`config.mk`:
```
export PLATFORM = sky130hd
export DESIGN_NAME = fpsc_host
export DESIGN_NICKNAME = d
export VERILOG_FILES = /design/src/core/fpsc_pkg.sv /design/src/core/fpsc_host.sv
export VERILOG_INCLUDE_DIRS = /design/src /design/src/core
export SDC_FILE = /design/constraint.sdc
export NUM_CORES = 1
export LEC_CHECK = 0
export CELL_PAD_IN_SITES_DETAIL_PLACEMENT = 0
export CELL_PAD_IN_SITES_GLOBAL_PLACEMENT = 1
export CORE_MARGIN = 5
export CORE_UTILIZATION = 25
export DETAILED_ROUTE_END_ITERATION = 10
export DONT_BUFFER_PORTS = 1
export GPL_TIMING_DRIVEN = 0
export HOLD_SLACK_MARGIN = 0.1
export PLACE_DENSITY_LB_ADDON = 0.12
export SYNTH_ARGS = -nofsm -noshare
export SYNTH_HDL_FRONTEND = slang
export SYNTH_SLANG_ARGS = --single-unit
```
`constraint.sdc`:
```
create_clock -name i_ref_clk -period 3.6 [get_ports i_ref_clk]
set_input_delay 0.36 -clock i_ref_clk [delete_from_list [all_inputs] [get_ports i_ref_clk]]
set_output_delay 0.36 -clock i_ref_clk [all_outputs]
set_load 0.05 [all_outputs]
```
`src/core/fpsc_params.svh`:
```
/*
 * constants of the flash program/status host controller.
 * assumes a 100 MHz clock and an asynchronous parallel NOR flash.
 */
`ifndef FPSC_PARAMS_SVH
`define FPSC_PARAMS_SVH

// ************************************************
// clock and flash bus timing
// ************************************************
`define FPSC_CLK_MHZ     100
`define FPSC_T_WE_NS     70
`define FPSC_T_WEH_NS    30
`define FPSC_T_ACC_NS    120
`define FPSC_T_OEH_NS    20
`define FPSC_WE_CYC      ((`FPSC_T_WE_NS * `FPSC_CLK_MHZ + 999) / 1000)
`define FPSC_WEH_CYC     ((`FPSC_T_WEH_NS * `FPSC_CLK_MHZ + 999) / 1000)
`define FPSC_OEH_CYC     ((`FPSC_T_OEH_NS * `FPSC_CLK_MHZ + 999) / 1000)
`define FPSC_SYNC_CYC    2
`define FPSC_RD_CYC      ((`FPSC_T_ACC_NS * `FPSC_CLK_MHZ + 999) / 1000 + `FPSC_SYNC_CYC)

// ************************************************
// flash widths and command codes
// ************************************************
`define FPSC_AW          24
`define FPSC_DW          16
`define FPSC_CMD_PROG    8'h40
`define FPSC_CMD_CLR     8'h50
`define FPSC_CMD_RDARR   8'hff

// ************************************************
// flash status bit positions
// ************************************************
`define FPSC_SR_READY    7
`define FPSC_SR_FAIL     4
`define FPSC_SR_VPE      3
`define FPSC_SR_PROT     1

// ************************************************
// register map, byte offsets
// ************************************************
`define FPSC_REG_CTRL    4'h0
`define FPSC_REG_ADDR    4'h4
`define FPSC_REG_DATA    4'h8
`define FPSC_REG_STAT    4'hc
`define FPSC_CTRL_GO     0
`define FPSC_CTRL_OP_LO  1
`define FPSC_CTRL_RP     8
`define FPSC_RP_RST      1'b1

`endif

```
`src/core/fpsc_pkg.sv`:
```
/*
 * types of the flash program/status host controller.
 * assumes fpsc_params.svh is on the include path.
 */
`include "fpsc_params.svh"

package fpsc_pkg;

    // ************************************************
    // operations and pins
    // ************************************************
    typedef enum logic [1:0] {
        FPSC_OP_PROG  = 2'h0,
        FPSC_OP_CLR   = 2'h1,
        FPSC_OP_RDARR = 2'h2,
        FPSC_OP_READ  = 2'h3
    } fpsc_op_t;

    typedef struct packed {
        logic                     ce_n;
        logic                     oe_n;
        logic                     we_n;
        logic                     rp_n;
        logic [`FPSC_AW-1:0]      addr;
        logic [`FPSC_DW-1:0]      dq;
        logic                     dq_oe;
    } fpsc_pins_t;

endpackage : fpsc_pkg

```
`src/core/fpsc_host.sv`:
```
/*
 * host controller that programs, polls, clears and reads a parallel NOR flash
 * through its pins, ordered by software over an Avalon-MM slave.
 * assumes the dq bus and completion pin come from outside the clock domain.
 */
// Function
// - program sends setup code 40h, then data, both to the same address.
// - after program, reads return status; poll ready bit until 1.
// - status refreshed by taking output enable high then low again.
// - after any error, software issues clear-status before retry.
// - full error check may follow each program or a series.
// - after the last program, write read-array code FFh.
// - reset/power-down held high throughout every program operation.
// - interrupted operations are reissued after normal operation returns.
// - read-array command needed before reading array after an operation.
`timescale 1ns/1ps

`include "fpsc_params.svh"

module fpsc_host (
    input  wire logic                i_ref_clk,
    input  wire logic                i_rst_n,
    input  wire logic [3:0]          i_avs_address,
    input  wire logic                i_avs_read,
    input  wire logic                i_avs_write,
    input  wire logic [31:0]         i_avs_writedata,
    output logic      [31:0]         o_avs_readdata,
    output logic                     o_avs_waitrequest,
    input  wire logic [`FPSC_DW-1:0] i_fl_dq,
    input  wire logic                i_fl_sts,
    output fpsc_pkg::fpsc_pins_t     o_fl
);
    import fpsc_pkg::*;

    // ************************************************
    // declarations
    // ************************************************
    typedef enum logic [2:0] {S_IDLE, S_WR, S_WREC, S_RD, S_RGAP} fpsc_state_t;

    localparam logic [7:0] WE_CYC  = 8'(`FPSC_WE_CYC);
    localparam logic [7:0] WEH_CYC = 8'(`FPSC_WEH_CYC);
    localparam logic [7:0] OEH_CYC = 8'(`FPSC_OEH_CYC);
    localparam logic [7:0] RD_CYC  = 8'(`FPSC_RD_CYC);

    fpsc_state_t         state_ff, nxt_state;
    fpsc_op_t            op_ff, nxt_op;
    fpsc_pins_t          pins_ff, nxt_pins;
    logic [7:0]          cnt_ff, nxt_cnt;
    logic                step_ff, nxt_step;
    logic [7:0]          sr_ff, nxt_sr;
    logic [`FPSC_DW-1:0] rdata_ff, nxt_rdata;
    logic                done_ff, nxt_done;
    logic [`FPSC_AW-1:0] addr_ff;
    logic [`FPSC_DW-1:0] data_ff;
    logic                rp_ff;
    logic                wait_ff;
    logic [31:0]         rd_ff;
    logic [`FPSC_DW-1:0] dq_s1_ff, dq_s2_ff;
    logic                sts_s1_ff, sts_s2_ff;

    // ************************************************
    // bus decode
    // ************************************************
    wire       acc      = i_avs_read | i_avs_write;
    wire       wr_take  = i_avs_write & ~wait_ff;
    wire       idle     = (state_ff == S_IDLE);
    wire       wr_ctrl  = wr_take & (i_avs_address == `FPSC_REG_CTRL);
    wire       wr_addr  = wr_take & (i_avs_address == `FPSC_REG_ADDR) & idle;
    wire       wr_data  = wr_take & (i_avs_address == `FPSC_REG_DATA) & idle;
    wire       rp_keep  = rp_ff & i_avs_writedata[`FPSC_CTRL_RP];
    wire       go       = wr_ctrl & idle & i_avs_writedata[`FPSC_CTRL_GO] & rp_keep;
    wire       err_any  = sr_ff[`FPSC_SR_FAIL] | sr_ff[`FPSC_SR_VPE] | sr_ff[`FPSC_SR_PROT];
    wire [1:0] op_field = i_avs_writedata[`FPSC_CTRL_OP_LO +: 2];
    wire [7:0] sample   = dq_s2_ff[7:0];
    wire       cnt_zero = (cnt_ff == 8'h00);
    wire [31:0] stat_word = {15'h0000, done_ff, sr_ff, 4'h0, err_any, sts_s2_ff, rp_ff, ~idle};
    wire [31:0] rd_mux =
        (i_avs_address == `FPSC_REG_CTRL) ? {23'h000000, rp_ff, 5'h00, op_ff, 1'b0} :
        (i_avs_address == `FPSC_REG_ADDR) ? {8'h00, addr_ff} :
        (i_avs_address == `FPSC_REG_DATA) ? {16'h0000, rdata_ff} :
        (i_avs_address == `FPSC_REG_STAT) ? stat_word : 32'h00000000;

    // ************************************************
    // sequencer
    // ************************************************
    always_comb begin
        nxt_state = state_ff;
        nxt_op    = op_ff;
        nxt_pins  = pins_ff;
        nxt_cnt   = cnt_zero ? cnt_ff : cnt_ff - 8'h01;
        nxt_step  = step_ff;
        nxt_sr    = sr_ff;
        nxt_rdata = rdata_ff;
        nxt_done  = done_ff;
        nxt_pins.rp_n = rp_ff;
        unique case (state_ff)
            S_IDLE: begin
                if (go) begin
                    nxt_op        = fpsc_op_t'(op_field);
                    nxt_done      = 1'b0;
                    nxt_step      = 1'b0;
                    nxt_pins.addr = addr_ff;
                    nxt_pins.ce_n = 1'b0;
                    if (fpsc_op_t'(op_field) == FPSC_OP_READ) begin
                        nxt_pins.oe_n  = 1'b0;
                        nxt_pins.dq_oe = 1'b0;
                        nxt_cnt        = RD_CYC;
                        nxt_state      = S_RD;
                    end else begin
                        nxt_pins.we_n  = 1'b0;
                        nxt_pins.dq_oe = 1'b1;
                        nxt_cnt        = WE_CYC;
                        nxt_state      = S_WR;
                        unique case (fpsc_op_t'(op_field))
                            FPSC_OP_CLR:   nxt_pins.dq = `FPSC_DW'(`FPSC_CMD_CLR);
                            FPSC_OP_RDARR: nxt_pins.dq = `FPSC_DW'(`FPSC_CMD_RDARR);
                            default:       nxt_pins.dq = `FPSC_DW'(`FPSC_CMD_PROG);
                        endcase
                    end
                end
            end
            S_WR: begin
                if (cnt_zero) begin
                    nxt_pins.we_n = 1'b1;
                    nxt_pins.ce_n = 1'b1;
                    nxt_cnt       = WEH_CYC;
                    nxt_state     = S_WREC;
                end
            end
            S_WREC: begin
                if (cnt_zero) begin
                    if (op_ff == FPSC_OP_PROG && !step_ff) begin
                        nxt_step      = 1'b1;
                        nxt_pins.dq   = data_ff;
                        nxt_pins.ce_n = 1'b0;
                        nxt_pins.we_n = 1'b0;
                        nxt_cnt       = WE_CYC;
                        nxt_state     = S_WR;
                    end else if (op_ff == FPSC_OP_PROG) begin
                        nxt_pins.dq_oe = 1'b0;
                        nxt_pins.ce_n  = 1'b0;
                        nxt_pins.oe_n  = 1'b0;
                        nxt_cnt        = RD_CYC;
                        nxt_state      = S_RD;
                    end else begin
                        nxt_pins.dq_oe = 1'b0;
                        if (op_ff == FPSC_OP_CLR) begin
                            nxt_sr = 8'h00;
                        end
                        nxt_done  = 1'b1;
                        nxt_state = S_IDLE;
                    end
                end
            end
            S_RD: begin
                if (cnt_zero) begin
                    nxt_pins.oe_n = 1'b1;
                    if (op_ff == FPSC_OP_PROG) begin
                        nxt_sr = sample;
                        if (sample[`FPSC_SR_READY]) begin
                            nxt_pins.ce_n = 1'b1;
                            nxt_done      = 1'b1;
                            nxt_state     = S_IDLE;
                        end else begin
                            nxt_cnt   = OEH_CYC;
                            nxt_state = S_RGAP;
                        end
                    end else begin
                        nxt_rdata     = dq_s2_ff;
                        nxt_pins.ce_n = 1'b1;
                        nxt_done      = 1'b1;
                        nxt_state     = S_IDLE;
                    end
                end
            end
            S_RGAP: begin
                if (cnt_zero) begin
                    nxt_pins.oe_n = 1'b0;
                    nxt_cnt       = RD_CYC;
                    nxt_state     = S_RD;
                end
            end
        endcase
    end

    // ************************************************
    // registers
    // ************************************************
    always_ff @(posedge i_ref_clk) begin
        dq_s1_ff  <= i_fl_dq;
        dq_s2_ff  <= dq_s1_ff;
        sts_s1_ff <= i_fl_sts;
        sts_s2_ff <= sts_s1_ff;
    end

    always_ff @(posedge i_ref_clk) begin
        if (!i_rst_n) begin
            state_ff <= S_IDLE;
            op_ff    <= FPSC_OP_PROG;
            pins_ff  <= '{ce_n: 1'b1, oe_n: 1'b1, we_n: 1'b1, rp_n: 1'b1, default: '0};
            cnt_ff   <= 8'h00;
            step_ff  <= 1'b0;
            sr_ff    <= 8'h00;
            rdata_ff <= '0;
            done_ff  <= 1'b0;
        end else begin
            state_ff <= nxt_state;
            op_ff    <= nxt_op;
            pins_ff  <= nxt_pins;
            cnt_ff   <= nxt_cnt;
            step_ff  <= nxt_step;
            sr_ff    <= rp_ff ? nxt_sr : 8'h00;
            rdata_ff <= nxt_rdata;
            done_ff  <= nxt_done;
        end
    end

    always_ff @(posedge i_ref_clk) begin
        if (!i_rst_n) begin
            addr_ff <= '0;
            data_ff <= '0;
            rp_ff   <= `FPSC_RP_RST;
        end else begin
            if (wr_addr) begin
                addr_ff <= i_avs_writedata[`FPSC_AW-1:0];
            end
            if (wr_data) begin
                data_ff <= i_avs_writedata[`FPSC_DW-1:0];
            end
            if (wr_ctrl && idle) begin
                rp_ff <= i_avs_writedata[`FPSC_CTRL_RP];
            end
        end
    end

    always_ff @(posedge i_ref_clk) begin
        if (!i_rst_n) begin
            wait_ff <= 1'b1;
            rd_ff   <= 32'h00000000;
        end else begin
            wait_ff <= ~(acc & wait_ff);
            if (i_avs_read && wait_ff) begin
                rd_ff <= rd_mux;
            end
        end
    end

    assign o_avs_waitrequest = wait_ff;
    assign o_avs_readdata    = rd_ff;
    assign o_fl              = pins_ff;

endmodule : fpsc_host

```
==> results of run 1 <==
[through the flow]
stage	utilization	cells
3_3_place_gp	0.271	1204
6_report	0.309	1279
2_1_floorplan	-	826
5_1_grt	0.309	1279
4_1_cts	0.309	1279
3_5_place_dp	0.271	1204
[registers in the layout, indices dropped and copies added, names as in the netlist]
| name | flops |
|---|---|
| addr_ff | 24 |
| cnt_ff | 8 |
| data_ff | 16 |
| done_ff | 1 |
| dq_s1_ff | 16 |
| dq_s2_ff | 16 |
| o_avs_readdata | 24 |
| o_avs_waitrequest | 1 |
| o_fl | 45 |
| op_ff | 2 |
| rdata_ff | 16 |
| rp_ff | 1 |
| sr_ff | 8 |
| state_ff | 3 |
| step_ff | 1 |
| sts_s1_ff | 1 |
| sts_s2_ff | 1 |
[layer usage]
layer | GRT usage | vias to the layer above | wire, µm
li1 | - | 2931 | -
met1 | 0.216 | 2824 | 11900
met2 | 0.249 | 119 | 11300
met3 | 0.0453 | 19 | 1450
met4 | 0.0393 | 0 | 291
met5 | 0 | - | 0
[placed cells by master (no fill, tap or decap), drive strengths merged, types with 4 or more instances in the layout]
master       synthesis  layout
buf                 19      19
a22o                 8       8
mux2i               19      19
a31oi                6       6
or4                  4       4
nand3               29      29
a211oi               5       5
nand2              200     200
nor4                 6       6
o21ai               17      17
a22oi               15      15
or2                  5       5
or3                  4       4
nor2                52      52
mux2                 8       8
a21o                11      11
clkinv               0       7
a21oi              110     110
dlygate4sd3          0      43
dfxtp              184     184
nor3                13      13
clkbuf              42      59
ha                   5       5
conb                 1       8
inv                  9      16
nor2b                6       6
or4b                 4       4
[final timing paths]
| check | from | end | cells past startpoint | slack, ns |
|---|---|---|---|---|
| worst max-delay path | state_ff[1] | rdata_ff[15] | 7 | 0.86 |
| worst min-delay path | i_rst_n | cnt_ff[6] | 2 | 0.17 |
| worst max register to register | state_ff[1] | rdata_ff[15] | 7 | 0.86 |
| worst min register to register | sts_s1_ff | sts_s2_ff | 0 | 0.33 |
[layout make-up]
class	instances	area, µm²
Fill cell	3025	19200
Sequential cell	184	3680
Multi-Input combinational cell	572	3030
Tap cell	378	473
Timing Repair Buffer	43	430
Clock buffer	17	425
Buffer	61	278
Clock inverter	15	193
Inverter	9	33.8
[power by group through the flow]
stage | clock network (µW) | logic, µW | registers (µW)
floorplan | 0 | 354 | 2180
global placement | 0 | 472 | 2200
detailed placement | 0 | 463 | 2200
CTS | 2010 | 516 | 2150
global route | 2090 | 580 | 2160
finish | 1940 | 509 | 2150
[repair_timing]
item                       4_1_cts  5_1_grt
buffers inserted                 0        0
setup endpoints to repair        0        0
hold endpoints to repair        61        0
hold buffers                    43        0
[cells by family after synthesis]
family                     share of synthesized area
and+or+nand+nor                                0.211
xor gates and xnor gates                     0.00501
DFF                                            0.527
AOI/OAI and AO/OA                              0.161
buffers and inverters                         0.0445
adders and majority gates                    0.00894
other                                       0.000536
muxes                                         0.0433
==> key figures, run 1 <==
Timing
  – Worst-margin pin slew: between 1 and 1.5 ns
  – Final period util: 0.762
  – Min Hold Slack: between 0.15 and 0.2 ns
  – RSZ-0062 raised after global routing: no
  – Max-slew violations: 0
  – Post-Route Setup TNS: 0 ns
  – Relative slew slack: 0.267
  – Maximum operating frequency: roughly 360 MHz
  – PnR worst setup slack: 0.856 ns
  – Setup violators final: 0
  – Hold Violations, Final: 0
  – Min Tclk post-route: 2.74 ns
  – Clock Skews: ~0.020 ns

Setup path
  – Crit path cell chain: clkbuf_1, inv_1, nor2_1, nand3_1, clkbuf_1, nand2_1, a21oi_1
  – Worst Setup Path Type: reg -> reg
  – Crit-path max FO: 10
  – Crit path max-delay cell type: nor2_1
  – Delay-heaviest family, CP: simple AND/OR/NAND/NOR gates
  – CP Buf/Inv Count: 3
  – Most used cell, CP: clkbuf_1
  – Endpoint class of the critical path: flip-flop
  – CP startpoint kind: flip-flop
  – Worst EP arrival: 3.05 ns
  – Max incr delay on CP: between 0.6 and 0.7 ns
  – Required @ worst endpoint: 3.90 ns

Power
  – Cell-internal power: roughly 3200 µW
  – Switch Pwr: 1360 µW
  – P_leak: 0.00311 µW
  – Worst VDD drop: 0.222 mV
  – PwrDens: 538 mW/mm²
  – Comb power frac: 0.111
  – Clk pwr share: 0.422
  – Sequential group share of total power: 0.467
  – Total power: ~4600 µW
  – Switching Fraction: 0.295

Routing
  – Routed WL per cell: 19.5 µm
  – Drt via density: 4.61
  – DRT iter0 DRCs: 280
  – DRT Pass-1 Iters: 5
  – Vias: 5893
  – DRC: 0
  – WL final: approximately 25000 µm
  – Routed Antenna Nets: 0

Synth
  – Ys Warns: 0
  – Seq/Total Area, Yosys: 0.527
  – Mapped Area: 0.00700 mm²
  – Distinct cells, synth: 55
  – Share of the synthesized area in the top cell type: 0.527
  – Ys async rst share: 0
  – Synth top area cells: dfxtp_1 53%, nand2_1 11%, a21oi_1 7.9%
  – Top-count cell post-synth: nand2_1
  – Area leader, netlist: dfxtp_1
  – Syn Area/Cell: 8.54 µm²
  – Predominant post-synthesis flop cell: dfxtp_1
  – Flops & latches, synth: approximately 180
  – Synth top cells by count: 200 x nand2_1, 184 x dfxtp_1, 110 x a21oi_1
  – Cell count after synthesis: slightly above 800
  – Post-synth EDFFs: 0

Placed design
  – Routability cong.: approximately 0.75
  – Detailed Place HPWL: 18700 µm
  – Dpl ws: 0.805 ns
  – IO buf count: 0
  – Area post-placement: 0.00750 mm²

Floorplanning
  – Total core area: 0.0277 mm²
  – Initial Utilization: 0.252
  – Die Height: between 150 and 200 µm
  – Ports: 135
  – Die area: 0.0314 mm²
  – Die Wd: 177 µm
  – Rows: 61

Layout
  – Final net count: 950
  – Number of antenna diodes: 0
  – Share of layout cells above drive strength 1: 0.0777
  – Final instance area: 0.00855 mm²
  – Synth-to-Final Area Change: 22.2%

Clocking
  – Clk slew on worst S/H paths: 0.08 ns
  – CTS tree: done
  – CTS resizes: 0
  – Total CTS buffers: 17
  – Clock sinks: around 180
  – Clock buffer depth: 2
  – Worst-skew pair later-pin latency: 0.45 ns
  – Htree depth: 4
  – Clock root cell: clkbuf_16

GRT
  – Largest net degree at the start of global routing: 22
  – Initial antenna violation count: 0
  – Overall Global Routing Usage: 0.159
  – Vias in the first global route: a little under 6000
  – Grt ovf: 0
  – Wire length of the first global-routing pass: about 37000 µm

Min path
  – Hold Crit Class: in -> reg

Status
  – Status: finished, final reports clean

Job
  – MaxCap Viol Count: 0
(Power assumes the default switching activity.)
==> run 2: changes to the inputs <==
==> constraint.sdc (replaced) <==
create_clock -name i_ref_clk -period 2.2 [get_ports i_ref_clk]
set_input_delay 0.22 -clock i_ref_clk [delete_from_list [all_inputs] [get_ports i_ref_clk]]
set_output_delay 0.22 -clock i_ref_clk [all_outputs]
set_load 0.05 [all_outputs]
==> key figures, run 2 (synthesis gave the netlist of run 1 again) <==
Timing
  – Post-Route Setup TNS: 0 ns
  – Final period util: 0.995
  – Maximum operating frequency: approximately 460 MHz
  – Clock Skews: about 0.014 ns
  – Max-slew violations: 0
  – Relative slew slack: 0.491
  – Setup violators final: 0
  – PnR worst setup slack: 0.0112 ns
  – RSZ-0062 raised after global routing: yes
  – Worst-margin pin slew: 0.763 ns
  – Min Tclk post-route: between 2 and 2.5 ns
  – Hold Violations, Final: 0
  – Min Hold Slack: 0.143 ns

Clocking
  – Clock root cell: clkbuf_16
  – Clk slew on worst S/H paths: 0.07 ns
  – Htree depth: 4
  – Total CTS buffers: 17
  – Worst-skew pair later-pin latency: ~0.44 ns
  – Clock buffer depth: 2
  – CTS tree: done
  – Clock sinks: 184

Min path
  – WHS Path Cells: 4
  – Hold Crit Class: in -> reg
  – Hold endpoint: o_fl[5]
  – Min-delay src: i_avs_writedata[2]

Routing
  – Drt via density: between 4 and 5
  – DRT Pass-1 Iters: 7
  – DRT iter0 DRCs: 415
  – Routed WL per cell: 19.7 µm
  – Routed Antenna Nets: 0
  – DRC: 0
  – WL final: 25500 µm
  – Vias: 6012

Placed design
  – Detailed Place HPWL: 18700 µm
  – IO buf count: 0
  – Routability cong.: 0.767
  – Area post-placement: 0.00751 mm²
  – Dpl ws: -0.568 ns

Setup path
  – Most used cell, CP: buf_6
  – CP startpoint kind: flip-flop
  – Worst Setup Path Type: reg -> reg
  – Worst EP arrival: around 2.5 ns
  – Crit path cell chain: buf_6, or3_1, buf_6, or4_4, buf_6, nand2_1, nand4b_1, a211o_1
  – Endpoint class of the critical path: flip-flop
  – R2R depth: 8
  – Reg-to-reg endpoint: o_fl[44]
  – Required @ worst endpoint: 2.53 ns
  – WP depth: 8
  – Delay-heaviest family, CP: simple AND/OR/NAND/NOR gates
  – CP Buf/Inv Count: 3
  – Max incr delay on CP: about 0.56 ns
  – Crit-path max FO: 10
  – R2r setup slk: 0.01 ns
  – Worst r2r src: state_ff[0]
  – Crit path max-delay cell type: or4_4

Layout
  – Util after Layout: 0.323
  – Most frequent cells in the layout: 199 x nand2_1, 180 x dfxtp_1, 109 x a21oi_1, 51 x nor2_1, 46 x dlygate4sd3_1
  – Number of antenna diodes: 0
  – Leading cell type in the layout, fill and taps excluded: nand2_1
  – Largest register FFs: between 40 and 50
  – Final net count: 964
  – Synth-to-Final Area Change: 27.9%
  – Share of layout cells above drive strength 1: 0.131
  – Final instance area: 0.00895 mm²

Floorplanning
  – Die Wd: 177 µm
  – Die area: 0.0314 mm²
  – Rows: 61
  – Ports: approximately 140
  – Initial Utilization: 0.252
  – Die Height: 177 µm
  – Total core area: 0.0277 mm²

GRT
  – Largest net degree at the start of global routing: 20
  – Overall Global Routing Usage: 0.161
  – Grt ovf: 0
  – Vias in the first global route: just under 6000
  – Initial antenna violation count: 0
  – Wire length of the first global-routing pass: between 30000 and 40000 µm

Job
  – MaxCap Viol Count: 0

Power
  – Cell-internal power: 5710 µW
  – Clk pwr share: 0.415
  – Switching Fraction: 0.285
  – Comb power frac: 0.142
  – P_leak: 0.00327 µW
  – PwrDens: 892 mW/mm²
  – Sequential group share of total power: 0.443
  – Worst VDD drop: 0.436 mV
  – Switch Pwr: roughly 2300 µW

Status
  – Status: finished, final reports clean
## run 2: worst reg2reg max path, delay by kind of cell (launching register included)
family | cells | cell delay (ns)
AOI/OAI and AO/OA | 1 | 0.29
buffers and inverters | 3 | 0.45
DFF | 1 | 0.31
and+or+nand+nor | 4 | 1.03
## run 2: layout make-up
type                            count  area, µm²
Buffer                             60        359
Clock buffer                       17        425
Clock inverter                     15        208
Fill cell                        2991      18800
Inverter                            9       40.0
Multi-Input combinational cell    572       3200
Sequential cell                   184       3690
Tap cell                          378        473
Timing Repair Buffer               58        551
## run 2: how the worst max path moves through the flow
stage                 startpoint        end  slack (ns)
6_report             state_ff[0]   o_fl[44]        0.01
5_1_grt              state_ff[0]   o_fl[44]       -0.06
4_1_cts                cnt_ff[0]  cnt_ff[0]       -0.02
3_5_place_dp           cnt_ff[0]   o_fl[11]       -0.57
3_3_place_gp           cnt_ff[0]    o_fl[8]       -0.56
2_1_floorplan  o_avs_waitrequest   o_fl[44]      -0.001
## run 2: layer usage
metal	track usage	share of wire	wire length, µm
met1	0.212	0.46	11600
met2	0.257	0.45	11600
met3	0.0485	0.070	1790
met4	0.0474	0.019	475
met5	0	0	0
## run 2: metrics by stage
stage,total power [µW],instances
after detailed placement,4380,1204
after floorplan,4160,826
final,7980,1293
after global placement,4390,1204
after global routing,8350,1293
after CTS,7900,1285
## run 2: repair_timing
item                       CTS  global route
buffers inserted             2             9
setup endpoints to repair  111            80
hold endpoints to repair    67             0
hold buffers                46             0
resized for setup           44            35
gates cloned                 1             0
pin swaps                    6             5
## run 2: power by group through the flow
stage / clock network [µW] / registers, µW / logic (µW)
2_1_floorplan: 0 / 3570 / 588
3_3_place_gp: 0 / 3600 / 787
3_5_place_dp: 0 / 3600 / 774
4_1_cts: 3400 / 3530 / 963
5_1_grt: 3540 / 3560 / 1250
6_report: 3310 / 3530 / 1130
==> run 3: changes to the inputs <==
--- a/config.mk
+++ b/config.mk
@@ -14,7 +14,9 @@
 export DONT_BUFFER_PORTS = 1
 export GPL_TIMING_DRIVEN = 0
 export HOLD_SLACK_MARGIN = 0.1
+export MAX_ROUTING_LAYER = met4
 export PLACE_DENSITY_LB_ADDON = 0.12
+export SKIP_LAST_GASP = 1
 export SYNTH_ARGS = -nofsm -noshare
 export SYNTH_HDL_FRONTEND = slang
 export SYNTH_SLANG_ARGS = --single-unit
==> key figures, run 3 (synthesis gave the netlist of run 1 again) <==
Status
  – Status: finished, final reports clean

Clocking
  – Clk slew on worst S/H paths: 0.07 ns
  – Total CTS buffers: 17
  – Clock buffer depth: 2
  – Clock root cell: clkbuf_16
  – Clock sinks: 184
  – Worst-skew pair later-pin latency: 0.44 ns
  – CTS tree: done
  – Htree depth: 4

GRT
  – Grt ovf: 0
  – Overall Global Routing Usage: 0.166
  – Initial antenna violation count: 0
  – Largest net degree at the start of global routing: 20
  – Wire length of the first global-routing pass: 38100 µm
  – Vias in the first global route: 5938

Power
  – PwrDens: 891 mW/mm²
  – Total power: 7980 µW
  – P_leak: 0.00327 µW
  – Worst VDD drop: 0.436 mV

Setup path
  – Most used cell, CP: buf_6
  – CP startpoint kind: flip-flop
  – Crit path cell chain: buf_6, or3_1, buf_6, or4_4, buf_6, nand2_1, nand4b_1, a211o_1
  – Required @ worst endpoint: 2.52 ns
  – Worst EP arrival: 2.52 ns
  – Crit-path max FO: 10
  – Max incr delay on CP: 0.56 ns
  – Worst Setup Path Type: reg -> reg
  – Crit path max-delay cell type: or4_4
  – Endpoint class of the critical path: flip-flop

Floorplanning
  – Ports: 135
  – Total core area: 0.0277 mm²
  – Die area: between 0.03 and 0.04 mm²
  – Rows: 61
  – Die Wd: between 150 and 200 µm
  – Die Height: 177 µm
  – Initial Utilization: 0.252

Job
  – MaxCap Viol Count: 0

Timing
  – Final period util: 0.997
  – Min Tclk post-route: roughly 2.2 ns
  – Min Hold Slack: 0.140 ns
  – Hold Violations, Final: 0
  – Relative slew slack: 0.484
  – Worst-margin pin slew: 0.774 ns
  – Clock Skews: 0.0187 ns
  – RSZ-0062 raised after global routing: yes
  – Max-slew violations: 0
  – Maximum operating frequency: 456 MHz
  – Post-Route Setup TNS: 0 ns
  – Setup violators final: 0

Layout
  – Largest register FFs: 45
  – Util after Layout: 0.323
  – Final net count: 964
  – Share of layout cells above drive strength 1: 0.131
  – Synth-to-Final Area Change: 27.9%
  – Fin cells: 1293
  – Number of antenna diodes: 0
  – Most frequent cells in the layout: 199 x nand2_1, 180 x dfxtp_1, 109 x a21oi_1, 51 x nor2_1, 46 x dlygate4sd3_1
  – Leading cell type in the layout, fill and taps excluded: nand2_1

Routing
  – DRT Pass-1 Iters: 5
  – Routed WL per cell: 19.7 µm
  – Drt via density: between 4 and 5
  – Routed Antenna Nets: 0
  – DRC: 0
  – Vias: 6000
  – WL final: 25500 µm
  – DRT iter0 DRCs: 320

Placed design
  – Detailed Place HPWL: 18700 µm
  – IO buf count: 0
  – Dpl cells: 1204
  – Routability cong.: 0.777

Min path
  – Hold Crit Class: in -> reg
==> run 3: worst paths after layout <==
check                                   startpoint      endpoint  slack (ns)  cells past startpoint
worst min register to register        dq_s1_ff[12]  dq_s2_ff[12]        0.33                      0
worst min-delay path            i_avs_writedata[2]       o_fl[5]        0.14                      4
worst max register to register         state_ff[0]      o_fl[44]       0.007                      8
worst max-delay path                   state_ff[0]      o_fl[44]       0.007                      8
==> run 3: critical path, delay by kind of cell (launching register included) <==
kind / cells / cell delay (ns)
AND/OR/NAND/NOR: 4 / 1.03
flip-flops: 1 / 0.31
buffers and inverters: 3 / 0.45
AO/OA/AOI/OAI: 1 / 0.29
==> run 3: repair_timing <==
item / in CTS / in global routing
buffers inserted: 2 / 9
hold buffers: 46 / 0
endpoints found under the setup margin: 111 / 89
gates resized for setup: 43 / 35
hold endpoints to repair: 67 / 0
cloned: 1 / 0
pin swaps: 6 / 5
==> run 3: per-stage QoR <==
stage | worst slack, ns | cell area [µm²]
4_1_cts | -0.0201 | 8770
3_5_place_dp | -0.568 | 7510
2_1_floorplan | -0.00146 | 7030
5_1_grt | -0.0637 | 8950
6_report | 0.00736 | 8950
3_3_place_gp | -0.563 | 7500
==> run 3: layer usage <==
metal | vias up | track usage | part of all wire | routed length [µm]
li1 | 2956 | - | - | -
met1 | 2870 | 0.212 | 0.46 | 11700
met2 | 148 | 0.256 | 0.46 | 11600
met3 | 26 | 0.0481 | 0.067 | 1720
met4 | 0 | 0.0474 | 0.017 | 431
met5 | - | - | 0 | 0
==> run 3: final cells by class <==
type / count / area, µm²
fillers: 2987 / 18800
flip-flops and latches: 184 / 3690
multi-input cells: 572 / 3200
repair buffers: 58 / 551
well taps: 378 / 473
clock buffers: 17 / 425
plain buffers: 60 / 359
clock inverters: 15 / 208
inverters: 9 / 40.0
==> run 3: power by group <==
part / leakage (µW) / switching (µW) / internal (µW) / total, µW
Combinational: 0.00147 / 601 / 532 / 1130
Sequential: 0.00150 / 110 / 3420 / 3530
Clock: 0.000309 / 1560 / 1750 / 3310
Total: 0.00327 / 2270 / 5710 / 7980
